**config.mk**
```make
export PLATFORM = sky130hd
export DESIGN_NAME = flash_program_erase_control
export DESIGN_NICKNAME = d
export VERILOG_FILES = /design/src/core/flash_pe_pkg.sv /design/src/core/flash_program_erase_control.sv
export VERILOG_INCLUDE_DIRS = /design/src /design/src/core
export SDC_FILE = /design/constraint.sdc
export NUM_CORES = 1
export LEC_CHECK = 0
export BUFFER_PORTS_ARGS = -buffer_cell sky130_fd_sc_hd__buf_2
export CAP_MARGIN = 20
export CORE_MARGIN = 3
export CORE_UTILIZATION = 35
export CTS_CLUSTER_DIAMETER = 30
export DETAILED_ROUTE_END_ITERATION = 16
export PLACE_DENSITY = 0.6
export SLEW_MARGIN = 30
export SYNTH_ARGS = -nofsm -noshare
export SYNTH_HDL_FRONTEND = slang
export SYNTH_SLANG_ARGS = --single-unit
export TNS_END_PERCENT = 30
```
**constraint.sdc**
```tcl
create_clock -name clk -period 6.3 [get_ports clk]
set_input_delay 0.63 -clock clk [delete_from_list [all_inputs] [get_ports clk]]
set_output_delay 0.63 -clock clk [all_outputs]
set_load 0.02 [all_outputs]
```
**src/core/flash_pe_regs.svh**
```systemverilog
/*
  Register offsets, field positions, reset values and address-range constants of the flash
  program/erase control block.
  Assumes inclusion by bare name from the design module and the testbench.
*/
`ifndef FLASH_PE_REGS_SVH
`define FLASH_PE_REGS_SVH

`define OFF_CTRL_LOWER 12'h000
`define OFF_CTRL_UPPER 12'h004
`define OFF_EBLK_LOW 12'h008
`define OFF_EBLK_HIGH 12'h00C
`define OFF_OVERLAY 12'h010
`define OFF_CONTROL 12'h014

`define BIT_PROG_GO 0
`define BIT_ERASE_GO 1
`define BIT_PROG_VERIFY 2
`define BIT_ERASE_VERIFY 3
`define BIT_PROG_SETUP 4
`define BIT_ERASE_SETUP 5
`define BIT_SOFT_WE 6
`define BIT_WRITE_PIN 7
`define BIT_ERROR_FLAG 7
`define BIT_OVERLAY_SELECT 2

`define RST_CTRL 8'h00
`define RST_EBLK 8'h00
`define RST_OVERLAY 3'h0
`define MASK_EBLK_LOW 8'h0F
`define MASK_UPPER_MODES 8'h3F

`define BLK32_SHIFT 15
`define BLK1K_BASE 18'h3F000
`define BLK1K_SHIFT 10

`endif

```
**src/core/flash_pe_pkg.sv**
```systemverilog
/*
  Types shared by the flash program/erase control block.
  Assumes the register header is on the include path.
*/
package flash_pe_pkg;
  typedef logic [7:0] byte_t;
  typedef logic [11:0] blocks_t;
  typedef logic [17:0] flash_addr_t;
  typedef enum logic [1:0] {REGION_NONE, REGION_LOWER, REGION_UPPER} region_t;
endpackage : flash_pe_pkg

```
**src/core/flash_program_erase_control.sv**
```systemverilog
/*
  Register-level program/erase/verify control for a two-region on-chip flash array, with
  erase-block selection and the RAM overlay control. Software reaches the registers over APB.
  Assumes hw_protect_pin is an asynchronous pin; standby, flash_disabled, rom_disabled and
  op_failed come from logic on clk.

*/
`timescale 1ns/10ps
`include "flash_pe_regs.svh"
`default_nettype none

module flash_program_erase_control
  import flash_pe_pkg::*;
(
  input wire logic clk,
  input wire logic reset_n,
  input wire logic psel,
  input wire logic penable,
  input wire logic pwrite,
  input wire logic [11:0] paddr,
  input wire logic [31:0] pwdata,
  output logic [31:0] prdata,
  output logic pready,
  output logic pslverr,
  input wire logic hw_protect_pin,
  input wire logic standby,
  input wire logic flash_disabled,
  input wire logic rom_disabled,
  input wire logic op_failed,
  input wire logic [17:0] probe_addr,
  output logic erase_setup_lo,
  output logic prog_setup_lo,
  output logic erase_verify_lo,
  output logic prog_verify_lo,
  output logic erase_go_lo,
  output logic prog_go_lo,
  output logic erase_setup_hi,
  output logic prog_setup_hi,
  output logic erase_verify_hi,
  output logic prog_verify_hi,
  output logic erase_go_hi,
  output logic prog_go_hi,
  output logic [11:0] erase_allow,
  output logic pe_protected,
  output logic overlay_active,
  output logic [11:0] overlay_block,
  output logic [11:0] probe_block
);

  logic rst_meta;
  logic rst_sync;
  logic pin_meta;
  logic pin_sync;
  logic write_pin_status;
  logic soft_write_enable;
  logic flash_error_flag;
  byte_t ctrl_lo;
  byte_t ctrl_hi;
  byte_t eblk_lo;
  byte_t eblk_hi;
  logic overlay_select;
  logic [1:0] overlay_area;
  logic wr;
  logic rd;
  logic known;
  logic en;
  logic multi_blk;
  logic clear_ctl;
  blocks_t blocks;
  byte_t wbyte;
  logic [31:0] next_prdata;

  // One-hot block select for an 18-bit flash address
  function automatic blocks_t decode_block(input flash_addr_t a);
    blocks_t onehot;
    onehot = '0;
    if (a >= `BLK1K_BASE)
      onehot[4'(8 + 32'(a[11:10]))] = 1'b1;
    else if (a[17:`BLK32_SHIFT] == 3'h7)
      onehot[7] = 1'b1;
    else
      onehot[4'(a[17:`BLK32_SHIFT])] = 1'b1;
    return onehot;
  endfunction : decode_block

  function automatic blocks_t area_block(input logic [1:0] area);
    blocks_t onehot;
    onehot = '0;
    onehot[4'(8 + 32'(area))] = 1'b1;
    return onehot;
  endfunction : area_block

  always_ff @(posedge clk or negedge reset_n)
  begin
    if (!reset_n)
    begin
      rst_meta <= 1'b0;
      rst_sync <= 1'b0;
    end
    else
    begin
      rst_meta <= 1'b1;
      rst_sync <= rst_meta;
    end
  end

  // Protect pin is asynchronous; reset value assumes protected until sampled
  always_ff @(posedge clk or negedge rst_sync)
  begin
    if (!rst_sync)
    begin
      pin_meta <= 1'b1;
      pin_sync <= 1'b1;
    end
    else
    begin
      pin_meta <= hw_protect_pin;
      pin_sync <= pin_meta;
    end
  end

  assign write_pin_status = ~pin_sync;
  assign blocks = {eblk_hi, eblk_lo[3:0]};
  assign multi_blk = (blocks & (blocks - 12'h001)) != 12'h000;
  assign en = write_pin_status & soft_write_enable;
  assign clear_ctl = standby | ~en;
  assign wr = psel & penable & pwrite;
  assign rd = psel & ~pwrite & ~penable;
  assign wbyte = pwdata[7:0];
  assign known = (paddr == `OFF_CTRL_LOWER) || (paddr == `OFF_CTRL_UPPER) || (paddr == `OFF_EBLK_LOW)
    || (paddr == `OFF_EBLK_HIGH) || (paddr == `OFF_OVERLAY) || (paddr == `OFF_CONTROL);

  // Zero-wait slave: pready rises in the access phase, one cycle after setup
  always_ff @(posedge clk or negedge rst_sync)
  begin
    if (!rst_sync)
    begin
      pready <= 1'b0;
      pslverr <= 1'b0;
    end
    else
    begin
      pready <= psel & ~penable;
      pslverr <= psel & ~penable & ~known;
    end
  end

  // Lower control register, written only via the gates below
  always_ff @(posedge clk or negedge rst_sync)
  begin
    if (!rst_sync)
    begin
      ctrl_lo <= `RST_CTRL;
    end
    else if (standby || !write_pin_status)
    begin
      ctrl_lo <= `RST_CTRL;
    end
    else if (wr && pready && paddr == `OFF_CTRL_LOWER && !flash_disabled)
    begin
      ctrl_lo[`BIT_SOFT_WE] <= wbyte[`BIT_SOFT_WE];
      if (soft_write_enable)
      begin
        if (!multi_blk || !wbyte[`BIT_ERASE_SETUP])
          ctrl_lo[`BIT_ERASE_SETUP] <= wbyte[`BIT_ERASE_SETUP];
        ctrl_lo[`BIT_PROG_SETUP] <= wbyte[`BIT_PROG_SETUP];
        ctrl_lo[`BIT_ERASE_VERIFY] <= wbyte[`BIT_ERASE_VERIFY];
        ctrl_lo[`BIT_PROG_VERIFY] <= wbyte[`BIT_PROG_VERIFY];
        if (!wbyte[`BIT_ERASE_GO] || (ctrl_lo[`BIT_ERASE_SETUP] && !multi_blk && !pe_block_now()))
          ctrl_lo[`BIT_ERASE_GO] <= wbyte[`BIT_ERASE_GO];
        if (!wbyte[`BIT_PROG_GO] || (ctrl_lo[`BIT_PROG_SETUP] && !pe_block_now()))
          ctrl_lo[`BIT_PROG_GO] <= wbyte[`BIT_PROG_GO];
      end
    end
    else if (!soft_write_enable)
    begin
      ctrl_lo[5:0] <= 6'h00;
    end
  end

  assign soft_write_enable = ctrl_lo[`BIT_SOFT_WE];

  // Error and overlay protection blocks any new program or erase start
  function automatic logic pe_block_now();
    return flash_error_flag | (overlay_select & ~rom_disabled);
  endfunction : pe_block_now

  always_ff @(posedge clk or negedge rst_sync)
  begin
    if (!rst_sync)
    begin
      ctrl_hi <= `RST_CTRL;
    end
    else if (clear_ctl)
    begin
      ctrl_hi <= `RST_CTRL;
    end
    else if (wr && pready && paddr == `OFF_CTRL_UPPER && !flash_disabled)
    begin
      if (!multi_blk || !wbyte[`BIT_ERASE_SETUP])
        ctrl_hi[`BIT_ERASE_SETUP] <= wbyte[`BIT_ERASE_SETUP];
      ctrl_hi[`BIT_PROG_SETUP] <= wbyte[`BIT_PROG_SETUP];
      ctrl_hi[`BIT_ERASE_VERIFY] <= wbyte[`BIT_ERASE_VERIFY];
      ctrl_hi[`BIT_PROG_VERIFY] <= wbyte[`BIT_PROG_VERIFY];
      if (!wbyte[`BIT_ERASE_GO] || (ctrl_hi[`BIT_ERASE_SETUP] && !multi_blk && !pe_block_now()))
        ctrl_hi[`BIT_ERASE_GO] <= wbyte[`BIT_ERASE_GO];
      if (!wbyte[`BIT_PROG_GO] || (ctrl_hi[`BIT_PROG_SETUP] && !pe_block_now()))
        ctrl_hi[`BIT_PROG_GO] <= wbyte[`BIT_PROG_GO];
    end
  end

  // Failure report wins over nothing: only reset clears the flag
  always_ff @(posedge clk or negedge rst_sync)
  begin
    if (!rst_sync)
      flash_error_flag <= 1'b0;
    else if (op_failed)
      flash_error_flag <= 1'b1;
  end

  always_ff @(posedge clk or negedge rst_sync)
  begin
    if (!rst_sync)
    begin
      eblk_lo <= `RST_EBLK;
      eblk_hi <= `RST_EBLK;
    end
    else if (clear_ctl)
    begin
      eblk_lo <= `RST_EBLK;
      eblk_hi <= `RST_EBLK;
    end
    else if (wr && pready && !flash_disabled)
    begin
      if (paddr == `OFF_EBLK_LOW)
        eblk_lo <= wbyte & `MASK_EBLK_LOW;
      if (paddr == `OFF_EBLK_HIGH)
        eblk_hi <= wbyte;
    end
  end

  // Standby does not touch the overlay register
  always_ff @(posedge clk or negedge rst_sync)
  begin
    if (!rst_sync)
      {overlay_select, overlay_area} <= `RST_OVERLAY;
    else if (wr && pready && paddr == `OFF_OVERLAY)
      {overlay_select, overlay_area} <= pwdata[2:0];
  end

  always_comb
  begin
    next_prdata = 32'h0000_0000;
    unique case (paddr)
      `OFF_CTRL_LOWER: next_prdata[7:0] = flash_disabled ? 8'h80 : {write_pin_status, ctrl_lo[6:0]};
      `OFF_CTRL_UPPER: next_prdata[7:0] = flash_disabled ? 8'h00
        : {flash_error_flag, 1'b0, ctrl_hi[5:0]};
      `OFF_EBLK_LOW: next_prdata[7:0] = flash_disabled ? 8'h00 : eblk_lo;
      `OFF_EBLK_HIGH: next_prdata[7:0] = flash_disabled ? 8'h00 : eblk_hi;
      `OFF_OVERLAY: next_prdata[2:0] = {overlay_select, overlay_area};
      `OFF_CONTROL: next_prdata[3:0] = {rom_disabled, flash_disabled, standby, pin_sync};
      default: next_prdata = 32'h0000_0000;
    endcase
  end

  always_ff @(posedge clk or negedge rst_sync)
  begin
    if (!rst_sync)
      prdata <= 32'h0000_0000;
    else if (rd)
      prdata <= next_prdata;
  end

  // Mode outputs are registered copies so the array sees clean levels
  always_ff @(posedge clk or negedge rst_sync)
  begin
    if (!rst_sync)
    begin
      {erase_setup_lo, prog_setup_lo, erase_verify_lo, prog_verify_lo, erase_go_lo, prog_go_lo} <= 6'h00;
      {erase_setup_hi, prog_setup_hi, erase_verify_hi, prog_verify_hi, erase_go_hi, prog_go_hi} <= 6'h00;
      erase_allow <= 12'h000;
      pe_protected <= 1'b1;
      overlay_active <= 1'b0;
      overlay_block <= 12'h000;
      probe_block <= 12'h000;
    end
    else
    begin
      {erase_setup_lo, prog_setup_lo, erase_verify_lo, prog_verify_lo, erase_go_lo, prog_go_lo} <= ctrl_lo[5:0];
      {erase_setup_hi, prog_setup_hi, erase_verify_hi, prog_verify_hi, erase_go_hi, prog_go_hi} <= ctrl_hi[5:0];
      erase_allow <= pe_block_now() ? 12'h000 : blocks;
      pe_protected <= pe_block_now() | ~write_pin_status;
      overlay_active <= overlay_select & ~rom_disabled;
      overlay_block <= (overlay_select && !rom_disabled) ? area_block(overlay_area) : 12'h000;
      probe_block <= decode_block(probe_addr);
    end
  end
endmodule : flash_program_erase_control

`default_nettype wire

```
==> qor.txt, run 1 <==
router iterations before antenna repair -> 5
Max-Cap Viols -> 0
Clock Skew -> 0.00774 ns
Final Slew Violations -> 0
Port Buf Inserts -> 89
count of cell types in the netlist -> 51
Clock transition at path regs -> 0.08 ns
# rows -> 37
Hold Buf Count CTS -> 0
area leader, netlist -> dfrtp_1
postcts setup bufs -> 0
filler instances -> 1,005
Top FF cell, synth -> dfrtp_1
final setup fails -> 0
Clk pwr share -> 0.372
RSZ-0062 raised after global routing -> false
final cell count without fillers -> 570
num ports -> 156
CP max FO -> 7
Final Cycle Share -> 0.456
max frequency -> 0.348 GHz
post-CTS sizing -> 0
asr flop ratio synth -> 1.00
worst setup path class -> primary input to flip-flop
M3 GR Usage -> 0.0487
vias per inst -> 4.84
DPL Wire Length -> 6360 microns
CTS tree -> built
P_int -> 0.000771 W
largest net degree at the start of global routing -> 49
worst min-delay path class -> primary input to async pin
Area growth, synth to finish -> 17.7%
H-tree levels -> 3
Initial Util -> 0.362
worst vdd ir -> 0.0863 mV
Avg Synthesized Cell Area -> 11.1 sq um
Longest Clk Path Bufs -> 2
Final #Nets -> 501
synth top area cells -> dfrtp_1 (54%), buf_4 (6.4%), mux2i_1 (5.3%), nor2_1 (3.6%), and2_1 (2.3%)
leak pwr -> 2.16 nW
M1 GR Usage -> 0.184
Die Y -> 110 microns
met2 usage -> 0.254
critical path, cell by cell -> buf_2 -> or4_4 -> or4_4 -> nor3_1 -> o211ai_1 -> a221oi_1
Worst Path Required -> 6.54 ns
cells after synthesis -> 340
switching power -> 0.000251 W
final wirelength -> 8660 microns
Tmin final -> 2.87 ns
PD cells -> 230 mW/mm^2
Post-synth EDFFs -> 0
Comb pwr share -> 0.076
WL per Instance -> 15.2 microns
Reg power frac -> 0.551
grt ovf -> 0
ANT cells -> 0
first-pass GRT wire length -> 13,700 microns
gr usage total -> 0.150
Crit path arrival time -> 3.11 ns
Iteration-0 DRC Markers -> 145
most common cell after layout, fill and taps aside -> buf_2
Yosys Warn Count -> 0
drc violations -> 0
share of cells above drive strength 1 -> 0.286
clock tree sinks -> 85
sw frac -> 0.245
Final Hold Viols -> 0
Slew HR -> 0.370
worst slew pin tran -> 0.938 ns
leading cell types in the layout, fill and taps excluded -> buf_2 (89), dfrtp_1 (81), nor2_1 (35)
CTS Root Cell -> clkbuf_8
initial antenna violation count -> 0
Final TNS setup -> 0 ns
clk_lat worst skew -> 0.35 ns
CP max-delay cell -> nor3_1
Post-Syn Area -> 0.00377 sq mm
sequential share of the synthesized area -> 0.566
die area -> 0.0120 sq mm
post-route ant nets -> 0
Worst setup EP type -> flip-flop
Final Core Density -> 0.426
total CTS buffers -> 9
startpoint types -> primary input
GR peak layer -> met2
GPL Wtd Cong -> 0.796
DR vias -> 2,757
Yosys top cell area share -> 0.545
core area -> 0.0104 sq mm
vias in the first global route -> 2,636
status -> complete, no violations
Yosys reg bits -> 85
Placed Cells -> 554
Crit path top cell by count -> or4_4
Crit path largest cell delay -> 0.79 ns
Die X -> 110 microns
## critical path: cells and delay by family
family | cells | cell delay [ns]
buffers and inverters | 1 | 0.10
AND/OR/NAND/NOR | 3 | 1.90
AO/OA/AOI/OAI | 2 | 0.48
## through the flow
stage	setup slack, ns	total power [W]	hold WS, ns	instance area [sq um]
floorplan	3.46	0.000634	0.331	3880
global placement	3.11	0.000649	0.338	4210
detailed placement	3.09	0.000653	0.336	4230
CTS	3.45	0.00104	0.0234	4430
global route	3.39	0.00107	0.0177	4430
finish	3.43	0.00102	0.0445	4430
## routing by layer
metal,up-vias,part of all wire
met5,-,0
met1,1332,0.41
met3,8,0.083
met2,119,0.50
met4,0,0.0080
li1,1298,-
## worst paths after layout
path                                              from                        to  slack (ns)  cells after the start
worst min register to register      rst_sync$_DFF_PN0_  probe_block[6]$_DFF_PN0_        0.36                      0
worst min-delay path                           reset_n        rst_meta$_DFF_PN0_        0.04                      1
min in group clk                    rst_meta$_DFF_PN0_        rst_sync$_DFF_PN0_        0.36                      0
worst max register to register  eblk_lo[0]$_DFFE_PN0P_    ctrl_lo[1]$_DFFE_PN0P_        3.74                      5
max in group asynchronous           rst_sync$_DFF_PN0_    pe_protected$_DFF_PN1_        5.26                      1
worst max-delay path                          paddr[1]    ctrl_hi[5]$_DFFE_PN0P_        3.43                      6
## cells by family (layout without fill, tap and decap cells)
logic type,count (synthesis),after routing,synth area share
adder cells (fa/ha/maj),2,2,0.00532
AO/OA/AOI/OAI,53,53,0.0914
other,2,33,0.00199
buffers and inverters,50,113,0.0841
multiplexers,24,24,0.0711
flip-flops,85,85,0.566
XOR/XNOR,1,1,0.00233
AND/OR/NAND/NOR,123,123,0.178
## state kept, by name (all words and copies together), names as in the netlist, 2 cells and up
register       cells
erase_allow       12
eblk_lo            4
overlay_block      4
ctrl_hi            6
probe_block       12
ctrl_lo            7
overlay_area       2
prdata             8
eblk_hi            8
## power groups by stage
| stage | Sequential (W) | Clock, W | Combinational [W] |
|---|---|---|---|
| 6_report | 0.000563 | 0.000380 | 0.0000779 |
| 5_1_grt | 0.000566 | 0.000415 | 0.0000853 |
| 4_1_cts | 0.000564 | 0.000393 | 0.0000780 |
| 3_5_place_dp | 0.000575 | 0 | 0.0000779 |
| 3_3_place_gp | 0.000578 | 0 | 0.0000709 |
| 2_1_floorplan | 0.000584 | 0 | 0.0000505 |
## cell usage after synthesis (4+ instances only)
master,number
and2_1,14
nor3_1,6
clkbuf_1,8
or2_2,5
a31oi_1,6
nor3b_1,5
o21ai_0,11
nand2b_1,4
or4_1,5
a211oi_1,4
mux2i_1,20
nor2_1,36
buf_4,32
nand2_1,23
nor2b_1,4
dfrtp_1,82
inv_1,7
a21oi_1,11
## layout make-up
class / instances / area [sq um] / share of cell area
multi-input combinational: 236 / 1440 / 0.326
inverter: 7 / 26.3 / 0.00593
clock buffer: 13 / 149 / 0.0336
timing repair buffer: 90 / 465 / 0.105
clock inverter: 3 / 45.0 / 0.0102
tap: 136 / 170 / 0.0384
sequential: 85 / 2130 / 0.481
Note: power is estimated with default switching activity, not from simulation.
==> run 2: changes to the inputs <==
==> constraint.sdc (replaced) <==
create_clock -name clk -period 3 [get_ports clk]
set_input_delay 0.3 -clock clk [delete_from_list [all_inputs] [get_ports clk]]
set_output_delay 0.3 -clock clk [all_outputs]
set_load 0.02 [all_outputs]
==> qor.txt, run 2 (synthesis gave the netlist of run 1 again) <==
status -> complete, no violations (unchanged)
Longest Clk Path Bufs -> 2 (unchanged)
GPL Wtd Cong -> 0.786 (was 0.796)
ANT cells -> 0 (unchanged)
Final Core Density -> 0.433 (was 0.426)
first-pass GRT wire length -> 13,600 microns (was 13,700 microns)
Final #Nets -> 509 (was 501)
initial antenna violation count -> 0 (unchanged)
vias per inst -> 4.81 (was 4.84)
share of cells above drive strength 1 -> 0.297 (was 0.286)
leak pwr -> 2.22 nW (was 2.16 nW)
Final TNS setup -> 0 ns (unchanged)
vias in the first global route -> 2,665 (was 2,636)
clock tree sinks -> 85 (unchanged)
DR vias -> 2,773 (was 2,757)
worst slew pin tran -> 0.614 ns (was 0.938 ns)
Slew HR -> 0.591 (was 0.370)
Placed Cells -> 561 (was 554)
filler instances -> 1,017 (was 1,005)
Port Buf Inserts -> 89 (unchanged)
total CTS buffers -> 9 (unchanged)
Hold Path Stages -> 1
Die Y -> 110 microns (unchanged)
core area -> 0.0104 sq mm (unchanged)
Tmin final -> 2.49 ns
Worst Path Required -> 3.25 ns (was 6.54 ns)
final wirelength -> 8520 microns (was 8660 microns)
final cell count without fillers -> 577 (was 570)
# rows -> 37 (unchanged)
WL per Instance -> 14.8 microns (was 15.2 microns)
post-route ant nets -> 0 (unchanged)
RSZ-0062 raised after global routing -> false (unchanged)
max frequency -> 0.401 GHz
most common cell after layout, fill and taps aside -> buf_2 (unchanged)
worst vdd ir -> 0.196 mV (was 0.0863 mV)
Max-Cap Viols -> 0 (unchanged)
Clock Skew -> 0.0138 ns (was 0.00774 ns)
Final Hold Viols -> 0 (unchanged)
grt ovf -> 0 (unchanged)
Area growth, synth to finish -> 19.6% (was 17.7%)
Die X -> 110 microns (unchanged)
router iterations before antenna repair -> 4 (was 5)
PD cells -> 492 mW/mm^2 (was 230 mW/mm^2)
clk_lat worst skew -> 0.36 ns (was 0.35 ns)
die area -> 0.0120 sq mm (unchanged)
startpoint types -> flip-flop (was primary input)
leading cell types in the layout, fill and taps excluded -> buf_2 (89), dfrtp_1 (81), nor2_1 (36) (was buf_2 (89), dfrtp_1 (81), nor2_1 (35))
Initial Util -> 0.362 (unchanged)
postcts setup bufs -> 0 (unchanged)
CP max FO -> 6 (was 7)
CTS tree -> built (unchanged)
num ports -> 156 (unchanged)
gr usage total -> 0.147 (was 0.150)
Crit path arrival time -> 2.75 ns (was 3.11 ns)
Final Slew Violations -> 0 (unchanged)
DPL Wire Length -> 6360 microns (about the same)
worst min-delay path class -> primary input to flip-flop (was primary input to async pin)
final setup fails -> 0 (unchanged)
CTS Root Cell -> clkbuf_8 (unchanged)
registers with the most flip-flops -> erase_allow x12, probe_block x12 (unchanged)
worst-case reg-to-reg path depth -> 5 (unchanged)
drc violations -> 0 (unchanged)
Final Cycle Share -> 0.831
Worst setup EP type -> flip-flop (unchanged)
largest net degree at the start of global routing -> 48 (was 49)
H-tree levels -> 3 (unchanged)
Iteration-0 DRC Markers -> 145 (unchanged)
Clock transition at path regs -> 0.09 ns (was 0.08 ns)
worst setup path class -> flip-flop to flip-flop (was primary input to flip-flop)
run 2: cell types whose count changed in the layout (fill, tap and decap cells not counted), moves of 2 or more:
| cell | change |
|---|---|
| clkinvlp_4 | -2 |
| buf_4 | +7 |
| clkinv_2 | +2 |
| clkbuf_1 | -3 |
run 2: stage by stage:
stage          total power (W)  hold WS (ns)  worst slack, ns  area (sq um)
2_1_floorplan          0.00133       0.00441            0.463          3880
3_3_place_gp           0.00136        0.0847            0.360          4260
3_5_place_dp           0.00137        0.0900            0.346          4280
4_1_cts                0.00224        0.0206            0.515          4510
5_1_grt                0.00231        0.0174            0.354          4510
6_report               0.00222        0.0368            0.508          4510
run 2: routing by layer:
layer,global-route usage,up-vias,wire length [microns]
met5,0,-,0
met2,0.252,95,4190
met1,0.177,1350,3560
li1,-,1317,-
met3,0.0505,11,648
met4,0.0392,0,113
run 2: power by group:
part           switching, W  total (W)  internal [W]
logic              0.000116   0.000164     0.0000482
clock network      0.000407   0.000872      0.000466
registers         0.0000200    0.00118       0.00116
total              0.000542    0.00222       0.00168
run 2: what timing repair did:
action / in CTS / in global routing
hold buffers: 1 / 0
endpoints found under the setup margin: 0 / 0
hold endpoints to repair: 2 / 0
resized for setup: 0 / 0
run 2: layout make-up:
type / instances / area (sq um) / area share
Clock buffer: 9 / 124 / 0.0275
Sequential cell: 85 / 2130 / 0.474
Clock inverter: 6 / 87.6 / 0.0194
Multi-Input combinational cell: 236 / 1440 / 0.319
Inverter: 7 / 26.3 / 0.00583
Timing Repair Buffer: 98 / 528 / 0.117
Tap cell: 136 / 170 / 0.0378
run 2: final timing paths:
path                                         from  slack (ns)                        to
max                        eblk_lo[0]$_DFFE_PN0P_        0.51    ctrl_lo[1]$_DFFE_PN0P_
max reg2reg                eblk_lo[0]$_DFFE_PN0P_        0.51    ctrl_lo[1]$_DFFE_PN0P_
min in group asynchronous                 reset_n        0.24        rst_meta$_DFF_PN0_
min                                hw_protect_pin        0.04        pin_meta$_DFF_PN1_
min reg2reg                    rst_sync$_DFF_PN0_        0.34  probe_block[7]$_DFF_PN0_
max in group asynchronous      rst_sync$_DFF_PN0_        2.00    pe_protected$_DFF_PN1_
run 2: worst max-delay path, stage by stage (launching register included):
cell and delay [ns]:
dfrtp_1 0.43, or4_1 0.57, or4_1 0.45, o32ai_1 0.49
o2111ai_1 0.15, a221oi_1 0.30
